**config.mk**
```make
export PLATFORM = sky130hd
export DESIGN_NAME = link_phy_hot_plug
export DESIGN_NICKNAME = d
export VERILOG_FILES = /design/src/hdl/link_phy_pkg.sv /design/src/hdl/link_phy_hot_plug.sv
export VERILOG_INCLUDE_DIRS = /design/src /design/src/hdl
export SDC_FILE = /design/constraint.sdc
export NUM_CORES = 1
export LEC_CHECK = 0
export ABC_AREA = 1
export BUFFER_PORTS_ARGS = -buffer_cell sky130_fd_sc_hd__buf_2
export CAP_MARGIN = 20
export CORE_MARGIN = 4
export CORE_UTILIZATION = 45
export DETAILED_ROUTE_END_ITERATION = 12
export GPL_TIMING_DRIVEN = 0
export SLEW_MARGIN = 0
export SYNTH_ARGS = -nofsm -noshare
export SYNTH_HDL_FRONTEND = slang
export SYNTH_SLANG_ARGS = --single-unit
```
**constraint.sdc**
```tcl
create_clock -name clock -period 2.5 [get_ports clock]
set_input_delay 0.125 -clock clock [delete_from_list [all_inputs] [get_ports clock]]
set_output_delay 0.125 -clock clock [all_outputs]
set_load 0.1 [all_outputs]
```
**src/hdl/link_phy_defs.svh**
```systemverilog
// constants for the link/phy boundary block
`ifndef LINK_PHY_DEFS_SVH
`define LINK_PHY_DEFS_SVH
`define CLK_NS          100
`define SB_BIT_NS       1000
`define SB_HALF_CYC     (`SB_BIT_NS / (2 * `CLK_NS))
`define SB_PRE_BITS     16
`define SB_SYNC_HALVES  8
`define SB_TAIL_HALVES  8
`define CMD_WAIT_MS     100
`define CMD_WAIT_CYC    (`CMD_WAIT_MS * 1000000 / `CLK_NS)
`define IRQ_LOW_US      1000
`define IRQ_LOW_CYC     (`IRQ_LOW_US * 1000 / `CLK_NS)
`define NUM_LANES       4
`define SCR_SEED        16'hffff
`define SCR_RESET_SYM   8'h1c
`define ID_SEG_BITS     7
`define ID_OFS_BITS     8
`endif

```
**src/hdl/link_phy_pkg.sv**
```systemverilog
// shared types for the link/phy boundary block
package link_phy_pkg;
  typedef struct packed {
    logic       ctrl;
    logic [7:0] data;
  } sb_word_t;
  typedef struct packed {
    logic       ctrl;
    logic [7:0] data;
  } lane_sym_t;
  typedef enum logic [2:0] {
    TX_IDLE = 3'h0,
    TX_PRE  = 3'h1,
    TX_SYNC = 3'h3,
    TX_DATA = 3'h2,
    TX_STOP = 3'h6
  } tx_state_t;
  typedef enum logic [1:0] {
    RX_HUNT = 2'h0,
    RX_SYNC = 2'h1,
    RX_DATA = 2'h3,
    RX_TAIL = 2'h2
  } rx_state_t;
endpackage

```
**src/hdl/link_phy_hot_plug.sv**
```systemverilog
// link/phy boundary: hot plug, sideband manchester channel, main lanes
// Overview of operation
// - identity address joins segment pointer and offset, 32K bytes.
// - identity bus transfers ride as sideband requests and replies.
// - sink event pulses the hot plug line low to notify source.
// - pending command read must follow hot plug rise within 100 ms.
// - hot plug line changes reported as plug status and events.
// - plug status passes undebounced; link layer owns the timer.
// - sideband word is eight data bits plus one control bit.
// - each main lane carries eight data bits plus one control bit.
// - lane control bit marks framing symbols; others are data.
// - sideband start, stop and sync pattern generated and detected.
// - sideband bits are manchester coded and decoded.
// - sideband is half duplex; only one end drives at a time.
// - main link flows one way, source to sink.
// - main lanes scramble data symbols before the serial stage.
// - drive current and pre-emphasis settings applied per training.
// - one to four lanes, each with its own byte interface.
// - sideband accepted whenever hot plug line is driven high.
// - sideband activity still watched in power saving mode.
// - power saving exits within 1 ms of sideband activity.
// - hot plug sensing may be disabled for embedded links.
`include "link_phy_defs.svh"
module link_phy_hot_plug
  import link_phy_pkg::*;
#(
  parameter int CMD_WAIT_CYC = `CMD_WAIT_CYC,
  parameter int IRQ_LOW_CYC  = `IRQ_LOW_CYC
) (
  input  wire logic                    clock,
  input  wire logic                    srst,
  input  wire logic                    ce,
  input  wire logic                    hpdIn,
  input  wire logic                    hpdUsed,
  output logic                         plugStatus,
  output logic                         plugEvent,
  output logic                         unplugEvent,
  input  wire logic                    hpdEnable,
  input  wire logic                    sinkEvent,
  input  wire logic                    cmdPending,
  input  wire logic                    cmdRead,
  output logic                         hpdDrive,
  output logic                         cmdLate,
  input  wire logic                    powerSaveReq,
  output logic                         lowPower,
  output logic                         sbReady,
  input  wire sb_word_t                txWord,
  input  wire logic                    txValid,
  output logic                         txReady,
  output logic                         sbOut,
  output logic                         sbOe,
  input  wire logic                    sbIn,
  output sb_word_t                     rxWord,
  output logic                         rxValid,
  input  wire lane_sym_t [`NUM_LANES-1:0] laneIn,
  input  wire logic [1:0]              laneCountM1,
  input  wire logic                    scrambleOn,
  output lane_sym_t [`NUM_LANES-1:0]   laneOut,
  input  wire logic [1:0]              driveSet,
  input  wire logic [1:0]              preEmphSet,
  output logic [1:0]                   driveLevel,
  output logic [1:0]                   preEmph,
  input  wire logic [`ID_SEG_BITS-1:0] idSegment,
  input  wire logic [`ID_OFS_BITS-1:0] idOffset,
  output logic [14:0]                  idAddr
);
  localparam logic [7:0] HALF = 8'(`SB_HALF_CYC);
  localparam logic [7:0] MID_MIN = 8'(3 * `SB_HALF_CYC / 2);
  localparam logic [7:0] LONG = 8'(3 * `SB_HALF_CYC);
  localparam logic [7:0] LONG_MID = 8'(9 * `SB_HALF_CYC / 2);
  localparam logic [7:0] TAIL = 8'(`SB_TAIL_HALVES * `SB_HALF_CYC);

  // scrambler: x^16+x^5+x^4+x^3+1, eight steps per symbol
  function automatic logic [23:0] scramble(input logic [7:0] d,
                                           input logic [15:0] s);
    logic [15:0] st;
    logic [7:0]  o;
    logic        fb;
    st = s;
    o = d;
    for (int b = 0; b < 8; b++) begin
      fb = st[15];
      o[b] = d[b] ^ fb;
      st = {st[14:0], 1'b0} ^ (fb ? 16'h0039 : 16'h0000);
    end
    return {st, o};
  endfunction

  // hot plug sensing and sink side drive
  logic        hpdPrev, next_plugStatus, next_hpdPrev;
  logic        next_plugEvent, next_unplugEvent, next_hpdDrive;
  logic        pend, next_pend, next_cmdLate, waitOn, next_waitOn;
  logic [19:0] irqCnt, next_irqCnt, waitCnt, next_waitCnt;
  logic        hpdLevel;
  assign hpdLevel = hpdUsed ? hpdIn : 1'b1;
  always_comb begin
    next_hpdPrev = hpdLevel;
    next_plugStatus = hpdLevel;
    next_plugEvent = hpdLevel & ~hpdPrev;
    next_unplugEvent = ~hpdLevel & hpdPrev;
    next_irqCnt = irqCnt;
    next_pend = pend;
    next_waitOn = waitOn;
    next_waitCnt = waitCnt;
    next_cmdLate = 1'b0;
    if (irqCnt != 20'h00000) begin
      next_irqCnt = irqCnt - 20'h00001;
    end else if (hpdEnable && (sinkEvent || cmdPending)) begin
      next_irqCnt = 20'(IRQ_LOW_CYC);
    end
    next_hpdDrive = hpdEnable && (next_irqCnt == 20'h00000);
    if (cmdRead) begin
      next_pend = 1'b0;
      next_waitOn = 1'b0;
    end
    if (waitOn) begin
      next_waitCnt = waitCnt + 20'h00001;
      if (waitCnt == 20'(CMD_WAIT_CYC - 1) && !cmdRead) begin
        next_cmdLate = 1'b1;
        next_waitOn = 1'b0;
      end
    end
    // pending set beats a read in the same cycle
    if (cmdPending && hpdEnable) begin
      next_pend = 1'b1;
    end
    if (pend && !hpdDrive && next_hpdDrive) begin
      next_waitOn = 1'b1; // timed from the rising edge
      next_waitCnt = 20'h00000;
    end
  end

  // power saving: any sideband edge while sbOe is low wakes the sink
  logic sbPrev, psPrev, next_lowPower, activity;
  assign activity = (sbIn ^ sbPrev) & ~sbOe;
  always_comb begin
    next_lowPower = lowPower;
    if (lowPower && (activity || !powerSaveReq)) begin
      next_lowPower = 1'b0;
    end else if (powerSaveReq && !psPrev && !activity) begin
      next_lowPower = 1'b1;
    end
  end
  // rx path never gated by lowPower, so a frame is never refused
  assign sbReady = hpdDrive;

  // two-entry buffer on the sideband transmit path
  sb_word_t  buffer [2];
  logic      wrPtr, rdPtr, next_wrPtr, next_rdPtr, pop;
  logic [1:0] count, next_count;
  sb_word_t  head;
  assign txReady = (count != 2'h2);
  assign head = buffer[rdPtr];
  always_comb begin
    next_wrPtr = wrPtr;
    next_rdPtr = rdPtr;
    next_count = count;
    if (txValid && txReady) begin
      next_wrPtr = ~wrPtr;
      next_count = next_count + 2'h1;
    end
    if (pop) begin
      next_rdPtr = ~rdPtr;
      next_count = next_count - 2'h1;
    end
  end

  // manchester transmitter: a one is high then low
  tx_state_t  txState, next_txState;
  logic [7:0] halfCnt, next_halfCnt, txShift, next_txShift;
  logic [5:0] halfIdx, next_halfIdx;
  logic       tick, lastHalf, next_sbOut;
  assign tick = (halfCnt == HALF - 8'h01);
  always_comb begin
    next_txState = txState;
    next_halfCnt = tick ? 8'h00 : halfCnt + 8'h01;
    next_halfIdx = halfIdx;
    next_txShift = txShift;
    pop = 1'b0;
    lastHalf = 1'b0;
    case (txState)
      TX_IDLE: begin
        next_halfCnt = 8'h00;
        next_halfIdx = 6'h00;
        if (count != 2'h0 && head.ctrl) begin
          next_txState = TX_PRE;
        end else if (count != 2'h0) begin
          pop = 1'b1; // stray word outside a frame
        end
      end
      TX_PRE: lastHalf = (halfIdx == 6'(2 * `SB_PRE_BITS - 1));
      TX_SYNC, TX_STOP: lastHalf = (halfIdx == 6'(`SB_SYNC_HALVES - 1));
      default: lastHalf = (halfIdx == 6'h0f);
    endcase
    if (tick && txState != TX_IDLE) begin
      next_halfIdx = lastHalf ? 6'h00 : halfIdx + 6'h01;
      if (lastHalf) begin
        case (txState)
          TX_PRE: next_txState = TX_SYNC;
          TX_STOP: next_txState = TX_IDLE;
          default: begin
            if (count != 2'h0 && !(txState == TX_DATA && head.ctrl)) begin
              next_txShift = head.data;
              pop = 1'b1;
              next_txState = TX_DATA;
            end else begin
              pop = (count != 2'h0); // stop token, or underrun closes
              next_txState = TX_STOP;
            end
          end
        endcase
      end
    end
    case (next_txState)
      TX_PRE: next_sbOut = next_halfIdx[0];
      TX_SYNC, TX_STOP: next_sbOut = next_halfIdx[2];
      TX_DATA: begin
        next_sbOut = next_txShift[3'(7 - 32'(next_halfIdx[3:1]))]
                     ^ next_halfIdx[0];
      end
      default: next_sbOut = 1'b0;
    endcase
  end

  // manchester receiver: run lengths tell mid-bit from boundary edges
  rx_state_t  rxState, next_rxState;
  logic [7:0] runCnt, next_runCnt, rxShift, next_rxShift;
  logic [2:0] bitCnt, next_bitCnt;
  logic       firstByte, next_firstByte, next_rxValid, edgeSeen;
  sb_word_t   next_rxWord;
  assign edgeSeen = sbIn ^ sbPrev;
  always_comb begin
    next_rxState = rxState;
    next_runCnt = (runCnt == 8'hff) ? runCnt : runCnt + 8'h01;
    next_rxShift = rxShift;
    next_bitCnt = bitCnt;
    next_firstByte = firstByte;
    next_rxValid = 1'b0;
    next_rxWord = rxWord;
    if (sbOe) begin
      next_rxState = RX_HUNT;
      next_runCnt = 8'h00;
    end else begin
      case (rxState)
        RX_HUNT: begin
          if (edgeSeen) begin
            next_runCnt = 8'h00;
            if (runCnt >= LONG && runCnt < LONG_MID) begin
              next_rxState = RX_SYNC;
            end
          end
        end
        RX_SYNC: begin
          next_bitCnt = 3'h0;
          next_firstByte = 1'b1;
          if (edgeSeen) begin
            next_rxState = (runCnt >= LONG) ? RX_DATA : RX_HUNT;
            next_runCnt = HALF;
            if (runCnt >= LONG_MID) begin
              next_runCnt = 8'h00;
              next_rxShift = {rxShift[6:0], ~sbIn};
              next_bitCnt = 3'h1;
            end
          end
        end
        RX_DATA: begin
          if (edgeSeen && runCnt >= MID_MIN) begin
            next_runCnt = 8'h00;
            next_rxShift = {rxShift[6:0], ~sbIn};
            next_bitCnt = bitCnt + 3'h1;
            if (bitCnt == 3'h7) begin
              next_rxValid = 1'b1;
              next_rxWord = '{ctrl: firstByte, data: next_rxShift};
              next_firstByte = 1'b0;
            end
          end else if (!edgeSeen && runCnt == LONG) begin
            next_rxValid = 1'b1; // stop token; partial byte dropped
            next_rxWord = '{ctrl: 1'b1, data: 8'h00};
            next_rxState = RX_TAIL;
          end
        end
        default: begin
          if (edgeSeen) begin
            next_runCnt = 8'h00;
          end else if (runCnt == TAIL) begin
            next_rxState = RX_HUNT;
          end
        end
      endcase
    end
  end

  // main lanes, source to sink only; control symbols skip scrambling
  logic [15:0] scr [`NUM_LANES];
  lane_sym_t   laneReg [`NUM_LANES];
  genvar g;
  generate
    for (g = 0; g < `NUM_LANES; g++) begin : gLane
      logic [23:0] res;
      logic [15:0] next_scr;
      lane_sym_t   next_sym;
      always_comb begin
        res = scramble(laneIn[g].data, scr[g]);
        next_scr = res[23:8];
        next_sym = '{ctrl: laneIn[g].ctrl, data: res[7:0]};
        if (laneIn[g].ctrl || !scrambleOn) begin
          next_sym = laneIn[g];
          next_scr = scr[g];
        end
        if (laneIn[g].ctrl && laneIn[g].data == `SCR_RESET_SYM) begin
          next_scr = `SCR_SEED;
        end
        if (2'(g) > laneCountM1) begin
          next_sym = '0;
        end
      end
      always_ff @(posedge clock) begin
        if (srst) begin
          scr[g] <= `SCR_SEED;
          laneReg[g] <= '0;
        end else if (ce) begin
          scr[g] <= next_scr;
          laneReg[g] <= next_sym;
        end
      end
    end
  endgenerate
  // one process packs the lanes so the output keeps a single driver
  always_comb begin
    for (int i = 0; i < `NUM_LANES; i++) begin
      laneOut[i] = laneReg[i];
    end
  end

  always_ff @(posedge clock) begin
    if (srst) begin
      hpdPrev <= 1'b0;
      plugStatus <= 1'b0;
      plugEvent <= 1'b0;
      unplugEvent <= 1'b0;
      irqCnt <= 20'h00000;
      hpdDrive <= 1'b0;
      pend <= 1'b0;
      waitOn <= 1'b0;
      waitCnt <= 20'h00000;
      cmdLate <= 1'b0;
      sbPrev <= 1'b0;
      psPrev <= 1'b0;
      lowPower <= 1'b0;
      wrPtr <= 1'b0;
      rdPtr <= 1'b0;
      count <= 2'h0;
      buffer[0] <= '0;
      buffer[1] <= '0;
      txState <= TX_IDLE;
      halfCnt <= 8'h00;
      halfIdx <= 6'h00;
      txShift <= 8'h00;
      sbOut <= 1'b0;
      sbOe <= 1'b0;
      rxState <= RX_HUNT;
      runCnt <= 8'h00;
      rxShift <= 8'h00;
      bitCnt <= 3'h0;
      firstByte <= 1'b0;
      rxValid <= 1'b0;
      rxWord <= '0;
      driveLevel <= 2'h0;
      preEmph <= 2'h0;
      idAddr <= 15'h0000;
    end else if (ce) begin
      hpdPrev <= next_hpdPrev;
      plugStatus <= next_plugStatus;
      plugEvent <= next_plugEvent;
      unplugEvent <= next_unplugEvent;
      irqCnt <= next_irqCnt;
      hpdDrive <= next_hpdDrive;
      pend <= next_pend;
      waitOn <= next_waitOn;
      waitCnt <= next_waitCnt;
      cmdLate <= next_cmdLate;
      sbPrev <= sbIn;
      psPrev <= powerSaveReq;
      lowPower <= next_lowPower;
      wrPtr <= next_wrPtr;
      rdPtr <= next_rdPtr;
      count <= next_count;
      if (txValid && txReady) begin
        buffer[wrPtr] <= txWord;
      end
      txState <= next_txState;
      halfCnt <= next_halfCnt;
      halfIdx <= next_halfIdx;
      txShift <= next_txShift;
      sbOut <= next_sbOut;
      sbOe <= (next_txState != TX_IDLE);
      rxState <= next_rxState;
      runCnt <= next_runCnt;
      rxShift <= next_rxShift;
      bitCnt <= next_bitCnt;
      firstByte <= next_firstByte;
      rxValid <= next_rxValid;
      rxWord <= next_rxWord;
      driveLevel <= driveSet;
      preEmph <= preEmphSet;
      idAddr <= {idSegment, idOffset};
    end
  end
endmodule // link_phy_hot_plug

```
==> results_dict.tcl <==
set metrics [dict create \
    yosysMostFrequentCell "nand2_1" \
    worstSetupStartpointType "flip-flop" \
    slowest_delay_ns 0.37 \
    worstPathRequired_ns 2.89 \
    power_switching_uw 4556 \
    syn_avg_cell_area_um2 8.419 \
    gr-total-overflow 0 \
    p_per_area_nw_per_um2 822.9 \
    ys_ff_latch 250 \
    clock_latency_ns 0.54 \
    post-route-util 0.5707 \
    combPwrFrac 0.321 \
    setup_violations 0 \
    syn_inst 1511 \
    end_kind "flip-flop" \
    routedWlPerCell_um 15.14 \
    io_buffers 153 \
    min-delay-path-class "input port to flip-flop" \
    hold-worst-slack_ns 0.05029 \
    clkPwrFrac 0.308 \
    track_usage 0.2010 \
    core.rowCount 61 \
    yosysWarnings 0 \
    finalWorstPathRequiredPeriod_ns 2.483 \
    crit_chain "nor2_4 > nand2_4 > nor2_4 > nand3_4 > buf_8 > o21ai_4 > nand2_2 > nor3b_4 > nand3_2 > nor2_4 > nand4_1 > buf_6 > buf_2 > nand3_1 > a21oi_1" \
    cts-root-buf "clkbuf_16" \
    h-tree-depth 1 \
    ys_seq_area_frac 0.4863 \
    crit_top_cell "nor2_4" \
    status "finished, final reports clean" \
    max_slew_margin 0.2803 \
    crit_fanout 8 \
    crit_family "simple AND/OR/NAND/NOR gates" \
    clock_skew_ns 0.01044 \
    dr_total_vias 11110 \
    ios 154 \
    start_util 0.4566 \
    synthArstFlopShare 0 \
    drive_above_1_share 0.1852 \
    antenna_found_initial 0 \
    swShare 0.3483 \
    hold_viol_final 0 \
    max_freq_mhz 402.7 \
    drv_slew 0 \
    syn_to_final_growth_pct 24.97 \
    die_y_um 176.1 \
    holdPathStages 5 \
    crit_arrival_ns 2.88 \
    r2r_cells 15 \
    worst-setup-path-type "flip-flop to flip-flop" \
    grt_pass1_vias 10480 \
    drt_iter0_markers 758 \
    place_area_um2 14010 \
    period_share 0.9934 \
    firstDrtPassIters 7 \
    pre_cts_ws_ns -0.6447 \
    yosys-top-cells-area "edfxtp_1, dfxtp_1, nand2_1, inv_1, xnor2_1" \
    syn_area_um2 12720 \
    syn_nets 1603 \
    crit_buf_inv 3 \
    slowest_stage "dfxtp_4" \
    cap_violations 0 \
    grt_pass1_wl_um 52290 \
    rsz0062_at_grt "yes" \
    tns_ns 0 \
    grt_max_degree 35 \
    setup_ws_ns 0.01651 \
    seqPwrFrac 0.371 \
    yosys.area.top_type_share 0.2785 \
    place_hpwl_um 22780 \
    die_x_um 176.1 \
    antenna_cells 0 \
    fp.dieArea_um2 31020 \
    routed_wirelength_um 32710 \
    viasPerCell 5.144 \
    fin_nets 1854 \
    yosysTopAreaCell "edfxtp_1" \
    fin_area_um2 15900 \
    synth_enable_flop_cells 118 \
    p_int_uw 8525 \
    path_clk_slew_ns 0.06 \
    ir_drop_uv 638.4 \
    clock_sinks 250 \
    core_um2 27860 \
    worst_slew_pin_slew_ns 1.080 \
    clk_path_buf_depth 3 \
    synth_flop_cell "dfxtp_1" \
    cts_buffers 29 \
    cts_tree "done" \
    crit_cells 15 \
    p_leak_uw 0.006580 \
    synth.top_cells.by_count "nand2_1, inv_1, dfxtp_1, edfxtp_1, nor2_1" \
    ant_nets 0 \
    synth.distinct_cells 49 \
    drc_errors 0 \
    gp_congestion 0.9122 \
]
stage by stage:
| step | total power (µW) | instances |
|---|---|---|
| final | 13080 | 2160 |
| after global routing | 13770 | 2160 |
| after CTS | 12370 | 2144 |
| after detailed placement | 8216 | 2044 |
| after global placement | 8197 | 2042 |
| after floorplan | 7464 | 1511 |
registers in the layout, indices dropped and copies added, names as in the netlist, 9 cells and up, named ones only:
signal   flops
scr         64
irqCnt      20
laneReg     36
rxWord       9
buffer      18
idAddr      15
waitCnt     20
cells by family after synthesis:
family                   after synthesis  share of synthesized area
buffers and inverters                259                    0.07898
AND/OR/NAND/NOR                      642                     0.2322
adder cells (fa/ha/maj)               13                    0.01279
flip-flops                           250                     0.4863
XOR/XNOR                             118                    0.08124
AO/OA/AOI/OAI                        229                     0.1085
power by group through the flow:
stage	clock [µW]	sequential [µW]	combinational (µW)
floorplan	0	5280	2180
global placement	0	4870	3330
detailed placement	0	4870	3350
CTS	4110	4780	3470
global route	4310	4880	4580
finish	4020	4850	4210
path summary, 6_finish.rpt:
kind	from	endpoint	slack [ns]
setup / recovery	irqCnt[5]	waitCnt[6]	0.02
hold / removal	ce	rxState[1]	0.05
setup reg to reg	irqCnt[5]	waitCnt[6]	0.02
hold reg to reg	sbOut	sbOut	0.45
final cells by class:
type,count,area (µm²)
Fill cell,2514,11960
Sequential cell,250,6210
Multi-Input combinational cell,1002,5838
Timing Repair Buffer,220,1428
Clock buffer,42,825.8
Inverter,209,795.8
Tap cell,378,473.0
Buffer,50,251.5
Clock inverter,9,76.32
what timing repair did:
action,4_1_cts,5_1_grt
resized for setup,5,107
pin swaps,0,26
endpoints found under the hold margin,61,0
gates cloned,0,4
setup endpoints to repair,99,53
hold buffers,49,0
setup buffers,0,12
layout by cell type (no fill, tap or decap), types with 7 or more instances in the layout:
master / count
nand2_2: 7
nor3_1: 45
nor2_1: 94
or2_2: 10
nor2_2: 13
nand3_1: 92
o31ai_1: 11
dfxtp_2: 10
inv_1: 198
xor2_1: 47
ha_1: 11
nor4_1: 12
a32o_1: 7
a22o_1: 20
dlygate4sd3_1: 49
edfxtp_1: 118
clkbuf_16: 31
dfxtp_1: 119
buf_4: 13
nand3_2: 10
nor3b_1: 26
o22ai_1: 26
nor2_4: 11
a21oi_2: 11
a21oi_1: 49
buf_6: 7
clkbuf_1: 46
o21ai_0: 77
buf_2: 157
nand4_1: 45
nand2_1: 264
xnor2_1: 71
worst reg2reg max path: cells and delay by family (launching register included):
kind	cells	cell delay (ns)
and+or+nand+nor	10	1.32
buffers and inverters	3	0.51
DFF	1	0.37
AOI/OAI and AO/OA	2	0.13
layer usage:
metal,global-route usage,vias to the layer above,part of all wire
met2,0.3364,271,0.47
li1,-,5594,-
met5,0,-,0
met3,0.02912,52,0.052
met1,0.2771,5193,0.45
met4,0.04808,0,0.022
Note: power is estimated with default switching activity, not from simulation.
